`config.mk`:
```
export PLATFORM = sky130hd
export DESIGN_NAME = sar_conversion_sequencer
export DESIGN_NICKNAME = d
export VERILOG_FILES = /design/src/sar_seq_pkg.sv /design/src/sar_conversion_sequencer.sv
export SDC_FILE = /design/constraint.sdc
export NUM_CORES = 1
export LEC_CHECK = 0
export BUFFER_PORTS_ARGS = -buffer_cell sky130_fd_sc_hd__buf_4
export CORE_ASPECT_RATIO = 0.7
export CORE_MARGIN = 2
export CORE_UTILIZATION = 50
export CTS_CLUSTER_SIZE = 28
export DETAILED_ROUTE_END_ITERATION = 10
export PLACE_DENSITY = 0.84
export SLEW_MARGIN = 25
export SYNTH_ARGS = -nofsm -noshare
export SYNTH_HDL_FRONTEND = slang
export SYNTH_SLANG_ARGS = --single-unit
```
`constraint.sdc`:
```
create_clock -name clk_i -period 2.4 [get_ports clk_i]
set_input_delay 0.48 -clock clk_i [delete_from_list [all_inputs] [get_ports clk_i]]
set_output_delay 0.48 -clock clk_i [all_outputs]
set_load 0.01 [all_outputs]
```
`src/sar_seq_pkg.sv`:
```
// Constants, types and register map of the successive-approximation sequencer
package sar_seq_pkg;

    // Result width and conversion geometry
    localparam int RES_BITS = 12;
    localparam int IDX_W    = 4;
    localparam logic [IDX_W-1:0] IDX_MSB = 4'hb;
    localparam logic [3:0]       LEN_FULL = 4'hc;

    // System clock
    localparam int CLK_NS  = 40;
    localparam int CLK_KHZ = 25000;

    // Clock-out pulse width, rounded up to whole cycles
    localparam int PULSE_NS  = 100;
    localparam int PULSE_W   = 2;
    localparam logic [PULSE_W-1:0] PULSE_CYC = PULSE_W'((PULSE_NS + CLK_NS - 1) / CLK_NS);

    // Internal bit-clock rates per rate strap, slow and fast model
    localparam int RATE_SLOW_0_KHZ = 600;
    localparam int RATE_SLOW_5_KHZ = 720;
    localparam int RATE_SLOW_15_KHZ = 880;
    localparam int RATE_FAST_0_KHZ = 1500;
    localparam int RATE_FAST_5_KHZ = 1800;
    localparam int RATE_FAST_15_KHZ = 2200;
    localparam int DIV_W = 6;

    // Rate strap codes
    localparam logic [1:0] RATE_0V  = 2'h0;
    localparam logic [1:0] RATE_5V  = 2'h1;

    // Register byte offsets
    localparam int ADR_W = 8;
    localparam logic [ADR_W-1:0] ADR_CTRL     = 8'h00;
    localparam logic [ADR_W-1:0] ADR_STATUS   = 8'h04;
    localparam logic [ADR_W-1:0] ADR_RESULT   = 8'h08;
    localparam logic [ADR_W-1:0] ADR_IRQ_STAT = 8'h0c;
    localparam logic [ADR_W-1:0] ADR_IRQ_CLR  = 8'h10;
    localparam logic [ADR_W-1:0] ADR_IRQ_EN   = 8'h14;

    // Control and status field positions
    localparam int CTRL_START  = 0;
    localparam int CTRL_EXT    = 1;
    localparam int CTRL_RATE   = 2;
    localparam int CTRL_TWOS   = 4;
    localparam int CTRL_LEN    = 8;
    localparam int STAT_IDX    = 8;

    // Interrupt bits
    localparam int IRQ_N       = 2;
    localparam int IRQ_DONE    = 0;
    localparam int IRQ_RESTART = 1;

    // Sequencer states, one-hot
    typedef enum logic [2:0] {
        ST_IDLE = 3'b001,
        ST_RST  = 3'b010,
        ST_CONV = 3'b100
    } conv_state_t;

    // Classic Wishbone request and answer
    typedef struct packed {
        logic             cyc;
        logic             stb;
        logic             we;
        logic [ADR_W-1:0] adr;
        logic [3:0]       sel;
        logic [31:0]      dat;
    } wb_req_t;

    typedef struct packed {
        logic        ack;
        logic [31:0] dat;
    } wb_rsp_t;

    // Bit-clock period in system cycles, rounded up so the rate never exceeds the figure
    function automatic logic [DIV_W-1:0] period_cyc(input logic fast, input logic [1:0] rate);
        int khz;
        if (rate == RATE_0V) begin
            khz = fast ? RATE_FAST_0_KHZ : RATE_SLOW_0_KHZ;
        end else if (rate == RATE_5V) begin
            khz = fast ? RATE_FAST_5_KHZ : RATE_SLOW_5_KHZ;
        end else begin
            khz = fast ? RATE_FAST_15_KHZ : RATE_SLOW_15_KHZ;
        end
        return DIV_W'((CLK_KHZ + khz - 1) / khz);
    endfunction

endpackage
```
`src/sar_conversion_sequencer.sv`:
```
// Successive-approximation conversion sequencer with Wishbone register slave
//
// Notes on behaviour
// RULE1: Falling start edge resets the sequencer and begins a new conversion.
// RULE2: Status is high during reset and conversion, low once complete.
// RULE3: Twelve parallel result bits held stable until the next result.
// RULE4: Each bit decision goes out on the serial pin, NRZ, MSB first.
// RULE5: One bit per internal clock period, MSB downward, done after last bit.
// RULE6: Clock output gives 100 ns high pulses at 600 kHz or 1.5 MHz; the code gives 3-cycle (120 ns) pulses.
// RULE7: Short-cycle length ends the conversion after the last wanted bit.
// RULE8: Higher rate strap raises internal clock rate; 5V for 10, 15V for 8 bits.
// RULE9: Host must not run the clock beyond the resolution's maximum rate.
// RULE10: External clocking means a train of low pulses on the start pin.
// RULE11: External pulse rate stays below the configured internal rate.
// RULE12: Each external low pulse lasts 100 to 300 ns.
// RULE13: An N-bit externally clocked conversion takes N+1 pulses.
// RULE14: A continuous pulse train yields one N-bit result every N+1 pulses.
// RULE15: Host may gate the pulse train with status for single conversions.
// RULE16: Host waits for buffer settling before the falling start edge.
// RULE17: Unipolar coding is complementary binary.
// RULE18: Bipolar coding is complementary offset binary.
// RULE19: Two's complement option is offset binary with MSB inverted.
//
// The register addresses and the Wishbone register port were chosen for this implementation.
`timescale 1ns/1ps
`default_nettype none

module sar_conversion_sequencer #(
    parameter bit FAST_MODEL = 1'b0
) (
    // Clock and reset
    input  wire logic                               clk_i,
    input  wire logic                               rst_i,
    // Register bus
    input  wire sar_seq_pkg::wb_req_t               wb_i,
    output var   sar_seq_pkg::wb_rsp_t              wb_o,
    // Converter pins
    input  wire logic                               start_n_i,
    input  wire logic                               comp_i,
    output logic [sar_seq_pkg::RES_BITS-1:0]        trial_o,
    output logic [sar_seq_pkg::RES_BITS-1:0]        data_o,
    output logic                                    status_o,
    output logic                                    serial_o,
    output logic                                    clk_out_o,
    // Interrupt
    output logic                                    irq_o
);

    // Whole module state
    typedef struct packed {
        sar_seq_pkg::conv_state_t                st;
        logic [sar_seq_pkg::RES_BITS-1:0]        sar;
        logic [sar_seq_pkg::IDX_W-1:0]           idx;
        logic [sar_seq_pkg::DIV_W-1:0]           div;
        logic [sar_seq_pkg::PULSE_W-1:0]         pulse;
        logic                                    start_q;
        logic [sar_seq_pkg::RES_BITS-1:0]        result;
        logic                                    serial;
        logic                                    ext_mode;
        logic [1:0]                              rate;
        logic                                    twos;
        logic [3:0]                              len;
        logic [sar_seq_pkg::IRQ_N-1:0]           irq_stat;
        logic [sar_seq_pkg::IRQ_N-1:0]           irq_en;
        logic                                    irq;
        logic                                    ack;
        logic [31:0]                             rdat;
        logic                                    stat;
        logic                                    clk_pulse;
    } seq_state_t;

    seq_state_t r;
    seq_state_t n;

    // Decoded events, visible to the checks below
    logic                               busy;
    logic                               start_fall;
    logic                               bus_acc;
    logic                               wr_ctrl;
    logic                               sw_start;
    logic                               begin_conv;
    logic                               tick;
    logic                               finish;
    logic [sar_seq_pkg::IDX_W-1:0]      last_idx;
    logic [sar_seq_pkg::DIV_W-1:0]      period;
    logic [sar_seq_pkg::RES_BITS-1:0]   sar_done;
    logic [sar_seq_pkg::RES_BITS-1:0]   code;
    logic [sar_seq_pkg::IRQ_N-1:0]      irq_set;
    logic [sar_seq_pkg::IRQ_N-1:0]      irq_clr;

    // Next-state logic
    always_comb begin
        n          = r;
        n.ack      = 1'b0;
        n.start_q  = start_n_i;
        irq_set    = '0;
        irq_clr    = '0;
        busy       = (r.st != sar_seq_pkg::ST_IDLE);
        start_fall = r.start_q & ~start_n_i;
        period     = sar_seq_pkg::period_cyc(FAST_MODEL, r.rate);

        // RULE7 short-cycle end; lengths outside 1..12 mean full resolution
        if ((r.len == 4'h0) || (r.len > sar_seq_pkg::LEN_FULL)) begin
            last_idx = '0;
        end else begin
            last_idx = sar_seq_pkg::LEN_FULL - r.len;
        end

        // Wishbone classic slave: one wait state, answer every address
        bus_acc  = wb_i.cyc & wb_i.stb & ~r.ack;
        wr_ctrl  = bus_acc & wb_i.we & (wb_i.adr == sar_seq_pkg::ADR_CTRL);
        sw_start = wr_ctrl & wb_i.sel[0] & wb_i.dat[sar_seq_pkg::CTRL_START];
        if (bus_acc) begin
            n.ack  = 1'b1;
            n.rdat = '0;
            if (wb_i.we) begin
                unique case (wb_i.adr)
                    sar_seq_pkg::ADR_CTRL: begin
                        if (wb_i.sel[0]) begin
                            n.ext_mode = wb_i.dat[sar_seq_pkg::CTRL_EXT];
                            n.rate     = wb_i.dat[sar_seq_pkg::CTRL_RATE +: 2];
                            n.twos     = wb_i.dat[sar_seq_pkg::CTRL_TWOS];
                        end
                        if (wb_i.sel[1]) begin
                            n.len = wb_i.dat[sar_seq_pkg::CTRL_LEN +: 4];
                        end
                    end
                    sar_seq_pkg::ADR_IRQ_CLR: begin
                        if (wb_i.sel[0]) begin
                            irq_clr = wb_i.dat[sar_seq_pkg::IRQ_N-1:0];
                        end
                    end
                    sar_seq_pkg::ADR_IRQ_EN: begin
                        if (wb_i.sel[0]) begin
                            n.irq_en = wb_i.dat[sar_seq_pkg::IRQ_N-1:0];
                        end
                    end
                    default: begin
                    end
                endcase
            end else begin
                unique case (wb_i.adr)
                    sar_seq_pkg::ADR_CTRL: begin
                        n.rdat[sar_seq_pkg::CTRL_EXT]       = r.ext_mode;
                        n.rdat[sar_seq_pkg::CTRL_RATE +: 2] = r.rate;
                        n.rdat[sar_seq_pkg::CTRL_TWOS]      = r.twos;
                        n.rdat[sar_seq_pkg::CTRL_LEN +: 4]  = r.len;
                    end
                    sar_seq_pkg::ADR_STATUS: begin
                        n.rdat[0]                                   = busy;
                        n.rdat[sar_seq_pkg::STAT_IDX +: sar_seq_pkg::IDX_W] = r.idx;
                    end
                    sar_seq_pkg::ADR_RESULT: begin
                        n.rdat[sar_seq_pkg::RES_BITS-1:0] = r.result;
                    end
                    sar_seq_pkg::ADR_IRQ_STAT: begin
                        n.rdat[sar_seq_pkg::IRQ_N-1:0] = r.irq_stat;
                    end
                    sar_seq_pkg::ADR_IRQ_EN: begin
                        n.rdat[sar_seq_pkg::IRQ_N-1:0] = r.irq_en;
                    end
                    default: begin
                    end
                endcase
            end
        end

        // RULE1 start edge; RULE14 in external mode an idle edge starts the next one
        begin_conv = sw_start | (start_fall & (~r.ext_mode | ~busy));

        // RULE8 internal divider at strap rate; RULE13 external edges are the ticks
        if (r.ext_mode) begin
            tick = start_fall & busy;
        end else begin
            tick = busy & (r.div == '0);
        end

        // Final decision and output coding of the completed word
        sar_done         = r.sar;
        sar_done[r.idx]  = comp_i;
        finish           = tick & ~begin_conv & (r.st == sar_seq_pkg::ST_CONV)
                           & (r.idx == last_idx);
        // RULE17 RULE18 complementary binary or offset binary
        code = ~sar_done;
        // RULE19 two's complement flips the MSB back
        if (r.twos) begin
            code[sar_seq_pkg::RES_BITS-1] = sar_done[sar_seq_pkg::RES_BITS-1];
        end

        // Clock-out pulse shrinks each cycle unless reloaded below
        if (r.pulse != '0) begin
            n.pulse = r.pulse - 1'b1;
        end

        // RULE2 status follows the state: reset phase and conversion are busy
        if (begin_conv) begin
            if (busy) begin
                irq_set[sar_seq_pkg::IRQ_RESTART] = 1'b1;
            end
            n.st  = sar_seq_pkg::ST_RST;
            n.sar = '0;
            n.idx = sar_seq_pkg::IDX_MSB;
            n.div = period - 1'b1;
            // RULE13 an external start pulse doubles as the first bit clock and places
            // the MSB trial; otherwise N bits would take N+2 pulses
            if (r.ext_mode) begin
                n.st    = sar_seq_pkg::ST_CONV;
                n.sar[sar_seq_pkg::IDX_MSB] = 1'b1;
                n.pulse = sar_seq_pkg::PULSE_CYC;
            end
        end else if (tick) begin
            // RULE6 one PULSE_CYC pulse (100 ns rounded up to 3 cycles, 120 ns) per bit period
            n.pulse = sar_seq_pkg::PULSE_CYC;
            n.div   = period - 1'b1;
            unique case (r.st)
                sar_seq_pkg::ST_RST: begin
                    // RULE5 first period places the MSB trial
                    n.sar      = '0;
                    n.sar[sar_seq_pkg::IDX_MSB] = 1'b1;
                    n.idx      = sar_seq_pkg::IDX_MSB;
                    n.st       = sar_seq_pkg::ST_CONV;
                end
                sar_seq_pkg::ST_CONV: begin
                    // RULE4 NRZ serial bit, complementary like the word
                    n.serial = ~comp_i;
                    n.sar    = sar_done;
                    if (finish) begin
                        // RULE3 result changes only at completion
                        n.result = code;
                        n.st     = sar_seq_pkg::ST_IDLE;
                        irq_set[sar_seq_pkg::IRQ_DONE] = 1'b1;
                    end else begin
                        // RULE5 next lower trial bit
                        n.idx        = r.idx - 1'b1;
                        n.sar[r.idx - 1'b1] = 1'b1;
                    end
                end
                default: begin
                end
            endcase
        end else if (busy && (r.div != '0)) begin
            n.div = r.div - 1'b1;
        end

        // Sticky events; a set in the clearing cycle wins
        n.irq_stat = (r.irq_stat & ~irq_clr) | irq_set;
        n.irq      = |(n.irq_stat & n.irq_en);

        // Pin copies registered so the outputs carry no decode glitches
        n.stat      = (n.st != sar_seq_pkg::ST_IDLE);
        n.clk_pulse = (n.pulse != '0);
    end

    // State register
    always_ff @(posedge clk_i) begin
        if (rst_i) begin
            r          <= '0;
            r.st       <= sar_seq_pkg::ST_IDLE;
            r.start_q  <= 1'b1;
            r.result   <= '1;
            r.len      <= sar_seq_pkg::LEN_FULL;
        end else begin
            r <= n;
        end
    end

    // Outputs straight from the state register
    assign wb_o      = '{ack: r.ack, dat: r.rdat};
    assign trial_o   = r.sar;
    assign data_o    = r.result;
    assign status_o  = r.stat;
    assign serial_o  = r.serial;
    assign clk_out_o = r.clk_pulse;
    assign irq_o     = r.irq;
endmodule // sar_conversion_sequencer

`default_nettype wire

```
### Word-level counts from Yosys, hierarchy flattened

Index checks and enable logic that the tools add are counted.

| storage, ports and cells | value |
|---|---|
| bits in registers | 69 |
| bits of input ports | 51 |
| output and inout port bits | 61 |
| word-level logic and storage cells | 141 |

| cells by class | value |
|---|---|
| add/sub/neg operators | 7 |
| divide/modulo/power cells | 1 |
| $lt $le $gt $ge | 5 |
| eq/ne operators | 13 |
| mux-type cells | 42 |
| bitwise gates (word level) | 27 |
| reductions and logical operators | 25 |

Operators with widths:

| operator | number |
|---|---|
| 19-bit case mux with 2 select lines | 1 |
| 33-bit two-way mux | 1 |
| 16-bit by 32-bit adder with 32-bit output, first input constant | 1 |
| 32-bit by 32-bit divider with 32-bit output | 1 |
| 32-bit by 2-bit subtractor with 32-bit output, second input constant | 1 |
| 27-bit two-way mux | 1 |
| 2-bit two-way mux | 11 |
| 19-bit two-way mux | 1 |
| 9-bit two-way mux | 2 |
| 8-bit by 4-bit == test with 1-bit output, second input constant | 2 |
| 8-bit by 5-bit == test with 1-bit output, second input constant | 2 |
| 16-bit two-way mux | 1 |
| 1-bit bitwise AND | 13 |
| 12-bit bitwise mux | 1 |
| 12-bit two-way mux | 1 |
| 6-bit two-way mux | 2 |
| 12-bit NOT | 1 |
| 12-bit bitwise OR | 1 |
| 4-bit case mux with 3 select lines | 1 |
| 4-bit AND reduction | 3 |
| 6-bit by 1-bit subtractor with 6-bit output, second input constant | 2 |
| 4-bit by 5-bit < comparator with 1-bit output, second input constant | 2 |
| 1-bit two-way mux | 10 |
| 3-bit AND reduction | 3 |
| 34 further kinds | 55 |

### Logic depth before layout (Yosys ltp)

| logic depth | value |
|---|---|
| depth after elaboration | 18 |
| gate-level depth with buffers | 9 |
| mapped depth without buffers | 8 |

### Worst setup path after synthesis

OpenSTA, ideal clock, no wires.

| path | value |
|---|---|
| path kind | input -> register |
| start | in wb_i[37] (netlist bit) |
| end | reg r (netlist bit trial_o[0]) |
| library setup time | 117 ps |
| data arrival time | 2028 ps |
| setup slack | 255 ps |
| stages on the path | 6 |
| path buffers | 0 |
| path through | or4_4 nor4_4 or2_2 nor2_2 and3_4 a32o_1 |

| between the ends | value |
|---|---|
| longest elaborated chain between the ends | 11 |

Ends and longest elaborated chain:

| item | line | source |
|---|---|---|
| from (decl) | sar_conversion_sequencer.sv:35 | `input wire sar_seq_pkg::wb_req_t wb_i,` |
| 8-bit zero test (*) | sar_conversion_sequencer.sv:111 | `wr_ctrl = bus_acc & wb_i.we & (wb_i.adr == sar_seq_pkg::ADR_CTRL);` |
| 1-bit bitwise AND (*) | sar_conversion_sequencer.sv:111 |  |
| 1-bit bitwise AND (*) (2 in a row) | sar_conversion_sequencer.sv:112 | `sw_start = wr_ctrl & wb_i.sel[0] & wb_i.dat[sar_seq_pkg::CTRL_START];` |
| 1-bit bitwise OR (*) | sar_conversion_sequencer.sv:169 | `begin_conv = sw_start \| (start_fall & (~r.ext_mode \| ~busy));` |
| 1-bit NOT (no line) | n/a |  |
| 1-bit bitwise AND (2 in a row) | sar_conversion_sequencer.sv:181 | `finish = tick & ~begin_conv & (r.st == sar_seq_pkg::ST_CONV)` |
| 1-bit bitwise AND | sar_conversion_sequencer.sv:182 | `& (r.idx == last_idx);` |
| 16-bit two-way mux | sar_conversion_sequencer.sv:227 | `if (finish) begin` |
| 19-bit case mux with 2 select lines | sar_conversion_sequencer.sv:215 | `unique case (r.st)` |
| to (signal assigned) | sar_conversion_sequencer.sv:263 | `r <= n;` |
| to (decl) | sar_conversion_sequencer.sv:72 | `seq_state_t r;` |

Every way passes the cells marked *; elsewhere a longest branch is shown, timed or not. The select of a mux whose other input is x is not followed.
A chain may end at the register's enable or synchronous reset.

### Worst setup path in the final report

| path | value |
|---|---|
| start | reg r[40] (netlist bit) |
| end | reg r (netlist bit status_o) |

| between the ends | value |
|---|---|
| longest elaborated chain between the ends | 10 |

Ends and longest elaborated chain:

| item | line | source |
|---|---|---|
| 4-bit > comparator / 4-bit zero test (equally long branches) | sar_conversion_sequencer.sv:103 | `if ((r.len == 4'h0) \|\| (r.len > sar_seq_pkg::LEN_FULL)) begin` |
| 1-bit logical OR | sar_conversion_sequencer.sv:103 |  |
| 4-bit two-way mux (*) | sar_conversion_sequencer.sv:103 |  |
| 4-bit == test (*) | sar_conversion_sequencer.sv:182 |  |
| 1-bit bitwise AND (*) | sar_conversion_sequencer.sv:182 |  |
| 3-bit two-way mux (*) | sar_conversion_sequencer.sv:227 |  |
| 19-bit case mux with 2 select lines (*) | sar_conversion_sequencer.sv:215 |  |
| 19-bit two-way mux (*) | sar_conversion_sequencer.sv:211 | `end else if (tick) begin` |
| 27-bit two-way mux (*) | sar_conversion_sequencer.sv:196 | `if (begin_conv) begin` |
| 3-bit by 1-bit inequality test with 1-bit output (*) | sar_conversion_sequencer.sv:250 | `n.stat = (n.st != sar_seq_pkg::ST_IDLE);` |

Marks and branches as above.

==> parameters.txt <==
Parameter                              Value

Clock tree
  Root Buffer Master ... sky130_fd_sc_hd__clkbuf_16
  Register clock-pin slew on the reported worst setup and hold paths ... 0.06 ns
  Number of buffers added to fix hold violations after cts ... 0
  Clock latency on the worst-skew pair ... ~0.33 ns
  TritonCTS clock tree ... built
  Total clock sinks ... 69
  TritonCTS buffer count ... 9
  Clock Path Buffers ... 2
  H-tree levels ... 3

Worst setup path
  Critical path arrival ... around 2.6 ns
  Depth of the worst register-to-register path ... 8
  Worst setup path endpoint ... status_o$_SDFF_PP0_
  Register-to-register setup slack ... 0.05 ns
  Critical Path Start ... r[40]$_SDFFE_PP0P_
  Worst-path maximum fanout ... 6
  Worst flop-to-flop path endpoint ... status_o$_SDFF_PP0_
  Category of the worst setup path launch point ... flip-flop
  Nature of the critical path endpoint ... flip-flop
  Worst Path Class, Setup ... reg -> reg
  Startpoint of the lowest-slack register-to-register path ... r[40]$_SDFFE_PP0P_
  Worst Path Required ... approximately 2.6 ns

STA
  Unrepaired setup endpoints after global routing ... yes
  Hold Violations, Final ... 0
  Worst setup slack after layout ... 0.04601 ns
  Number of failing setup endpoints in the final timing report ... 0
  Slew headroom ... about three fifths
  Clock skew ... between 0.005 and 0.006 ns
  Minimum clock period after layout ... 2.354 ns
  Final slew viol count ... 0
  Worst Tran Pin Value ... slightly below 0.6 ns
  Ratio of final minimum period to clock period ... roughly 98%
  Peak Freq ... 424.8 MHz

Routing
  Avg WL per Cell ... 16.84 µm
  Antenna Violating Nets Remaining ... 0
  Initial DRT Pass Iterations ... 8
  DRT Wirelength ... around 11000 µm
  Ratio of routed vias to standard cells ... just under 6
  Final routed DRC violation total ... 11
  Total vias in the final route ... 3744
  Number of design-rule violations left by the first detailed-router iteration ... 513

Power
  Power, Total ... 3.221 mW
  IR Drop Worst-Case VDD ... ~330 µV
  Leakage power ... 2.088 nW
  Ratio of total power to cell area ... 657.8 mW/mm²

Global route
  Routing layer with the top usage in global route ... met2
  Met2 Resource Use GR ... 37.96%
  Global-route congestion overflow total ... 0
  Initial antenna violation count ... 0
  Vias in the first global route ... 3386
  Global-route wire length before repair ... ~17000 µm
  GR Util met1 ... between 30% and 40%
  GRT Total Usage ... 23.66%
  Met3 usage in global routing ... under 10%
  Pin count of the biggest net entering global routing ... 34

Logic synthesis
  Area share of the largest cell type after synthesis ... 33.20%
  Average instance area after synthesis ... approximately 8.5 µm²
  Yosys warning count ... 0
  Netlist cell types ... 75
  Commonest register cell after synthesis ... sky130_fd_sc_hd__dfxtp_1
  Number of instances in the synthesized netlist ... 487
  Portion of the post-synthesis area used by sequential elements ... about a third
  Cell type contributing the most total cell area after synthesis ... sky130_fd_sc_hd__dfxtp_1
  Number of flops mapped to enable cells by yosys ... 0
  Count of state elements after synthesis ... 69
  Proportion of register bits with asynchronous set or reset after synthesis ... 0%
  Biggest area contributors in the synthesized netlist ... sky130_fd_sc_hd__dfxtp_1, sky130_fd_sc_hd__buf_4, sky130_fd_sc_hd__nand2_1, sky130_fd_sc_hd__mux2i_1, sky130_fd_sc_hd__nor2_1
  Cell area after technology mapping ... 0.004160 mm²

Final layout
  Most used cells in the layout excluding fill and tap cells ... sky130_fd_sc_hd__buf_4, sky130_fd_sc_hd__dfxtp_1, sky130_fd_sc_hd__nand2_1, sky130_fd_sc_hd__nor2_1, sky130_fd_sc_hd__a21oi_1
  Commonest non-fill, non-tap cell in the layout ... sky130_fd_sc_hd__buf_4
  Layout cell share with drive strength beyond 1 ... between 20 and 30%
  Number of filler cells placed in the layout ... about 680
  Final core utilization ... 61.41%
  Antenna diodes ... 0
  Relative area change from synthesis to final layout ... 17.68%
  Final-stage net count ... 591

Outcome
  Run status ... finished, violations left
  Violated checks ... design-rule violations

Place
  Half-perimeter wire length after placement ... 7920 µm
  Routability congestion estimate ... 0.9550
  Port-buffer cells ... 66
  Setup slack at placement ... roughly 0.035 ns

Die
  Full die area ... 0.009078 mm²
  Core area ... between 0.007 and 0.008 mm²
  Horiz. Die Dim ... 113.0 µm
  Overall die height ... 80.32 µm
  Starting Density ... 52.18%
  Standard-cell rows ... 27
  Top-level port count ... 112

Flow run
  Maxcap violations ... 0

Worst hold path
  Worst min-delay path class ... in -> reg
-- stage by stage --
stage	instance area [µm²]	hold WS (ns)	TNS, ns	std cells
2_1_floorplan	4232	0.4323	0	506
3_3_place_gp	4527	0.4453	0	622
3_5_place_dp	4527	0.4600	0	622
4_1_cts	4850	0.3472	0	638
5_1_grt	4896	0.3511	-0.1524	639
6_report	4896	0.3484	0	639
-- worst min-delay path by stage --
stage / startpoint / endpoint / slack [ns] / depth (start not counted)
finish: start_n_i / r[61]$_SDFF_PP1_ / 0.35 / 2
global route: start_n_i / r[61]$_SDFF_PP1_ / 0.35 / 2
floorplan: wb_o[4]$_SDFFE_PP0N_ / wb_o[4]$_SDFFE_PP0N_ / 0.43 / 2
detailed placement: wb_o[4]$_SDFFE_PP0N_ / wb_o[4]$_SDFFE_PP0N_ / 0.46 / 2
global placement: r[62]$_SDFF_PP0_ / r[63]$_SDFF_PP0_ / 0.45 / 2
CTS: start_n_i / r[61]$_SDFF_PP1_ / 0.35 / 2
-- final cells by class --
cell class | count | area [µm²] | area share, %
timing repair buffer | 99 | 743.2 | 15.18
sequential | 69 | 1383 | 28.24
clock buffer | 9 | 225.2 | 4.600
clock inverter | 7 | 97.59 | 1.993
tap | 101 | 126.4 | 2.581
inverter | 20 | 75.07 | 1.533
multi-input combinational | 334 | 2246 | 45.87
-- registers in the layout (all words and copies together) (netlist names) --
register,count
clk_out_o,1
data_o,12
irq_o,1
r,28
serial_o,1
status_o,1
trial_o,12
wb_o,13
-- cells in the mapped netlist (3+ instances only) --
cell type                  number
sky130_fd_sc_hd__clkbuf_1      12
sky130_fd_sc_hd__xnor2_1        7
sky130_fd_sc_hd__nor2b_1        3
sky130_fd_sc_hd__ha_1           7
sky130_fd_sc_hd__buf_2          8
sky130_fd_sc_hd__mux2_2        11
sky130_fd_sc_hd__dfxtp_1       69
sky130_fd_sc_hd__nor4b_1        3
sky130_fd_sc_hd__nor2_1        39
sky130_fd_sc_hd__o21ai_0       11
sky130_fd_sc_hd__nand4_1        5
sky130_fd_sc_hd__a22oi_1       13
sky130_fd_sc_hd__o22ai_1        6
sky130_fd_sc_hd__nand2_1       46
sky130_fd_sc_hd__a32oi_1        6
sky130_fd_sc_hd__and3b_1        3
sky130_fd_sc_hd__mux2i_1       17
sky130_fd_sc_hd__nand3b_1       3
sky130_fd_sc_hd__nor4_1         3
sky130_fd_sc_hd__buf_6          4
sky130_fd_sc_hd__buf_4         57
sky130_fd_sc_hd__nand3_1        9
sky130_fd_sc_hd__and2_1         5
sky130_fd_sc_hd__inv_1         20
sky130_fd_sc_hd__nor3b_1        4
sky130_fd_sc_hd__or2_2          4
sky130_fd_sc_hd__o211ai_1      14
sky130_fd_sc_hd__nor3_1        12
sky130_fd_sc_hd__a21oi_1       22
sky130_fd_sc_hd__a32o_1         7
sky130_fd_sc_hd__a211oi_1       6
-- layer usage --
metal	vias up	share of wire (%)
li1	1768	-
met1	1778	47
met2	181	44
met3	17	7.9
met4	0	1.2
met5	-	0
-- logic make-up (layout without fill, tap and decap cells) --
group / count (synthesis) / count (layout) / synth area share, %
other cells: 1 / 20 / 0.09014
mux: 28 / 28 / 7.068
buf+inv: 103 / 135 / 15.43
flops: 69 / 69 / 33.20
compound gates: 110 / 110 / 19.25
xor+xnor: 9 / 9 / 1.895
fa+ha+maj: 7 / 7 / 2.105
simple gates: 160 / 160 / 20.96
-- worst max-delay path, stage by stage, from the launching register on --
cell	delay [ns]
sky130_fd_sc_hd__dfxtp_2	0.35
sky130_fd_sc_hd__inv_1	0.09
sky130_fd_sc_hd__ha_2	0.22
sky130_fd_sc_hd__and3b_1	0.23
sky130_fd_sc_hd__o31ai_2	0.24
sky130_fd_sc_hd__and4b_4	0.30
sky130_fd_sc_hd__nand4_1	0.24
sky130_fd_sc_hd__and2_1	0.24
sky130_fd_sc_hd__a221o_1	0.32
-- timing repair --
item,4_1_cts,5_1_grt
buffers inserted,0,1
endpoints found under the setup margin,0,25
resized for setup,0,10
-- power by group --
part	leakage [nW]	total, mW	switching, mW	internal (mW)
logic	1.37	0.550	0.316	0.234
clock network	0.152	1.43	0.519	0.912
registers	0.561	1.24	0.0504	1.19
total	2.09	3.22	0.885	2.34
Note: power is estimated with default switching activity, not from simulation.
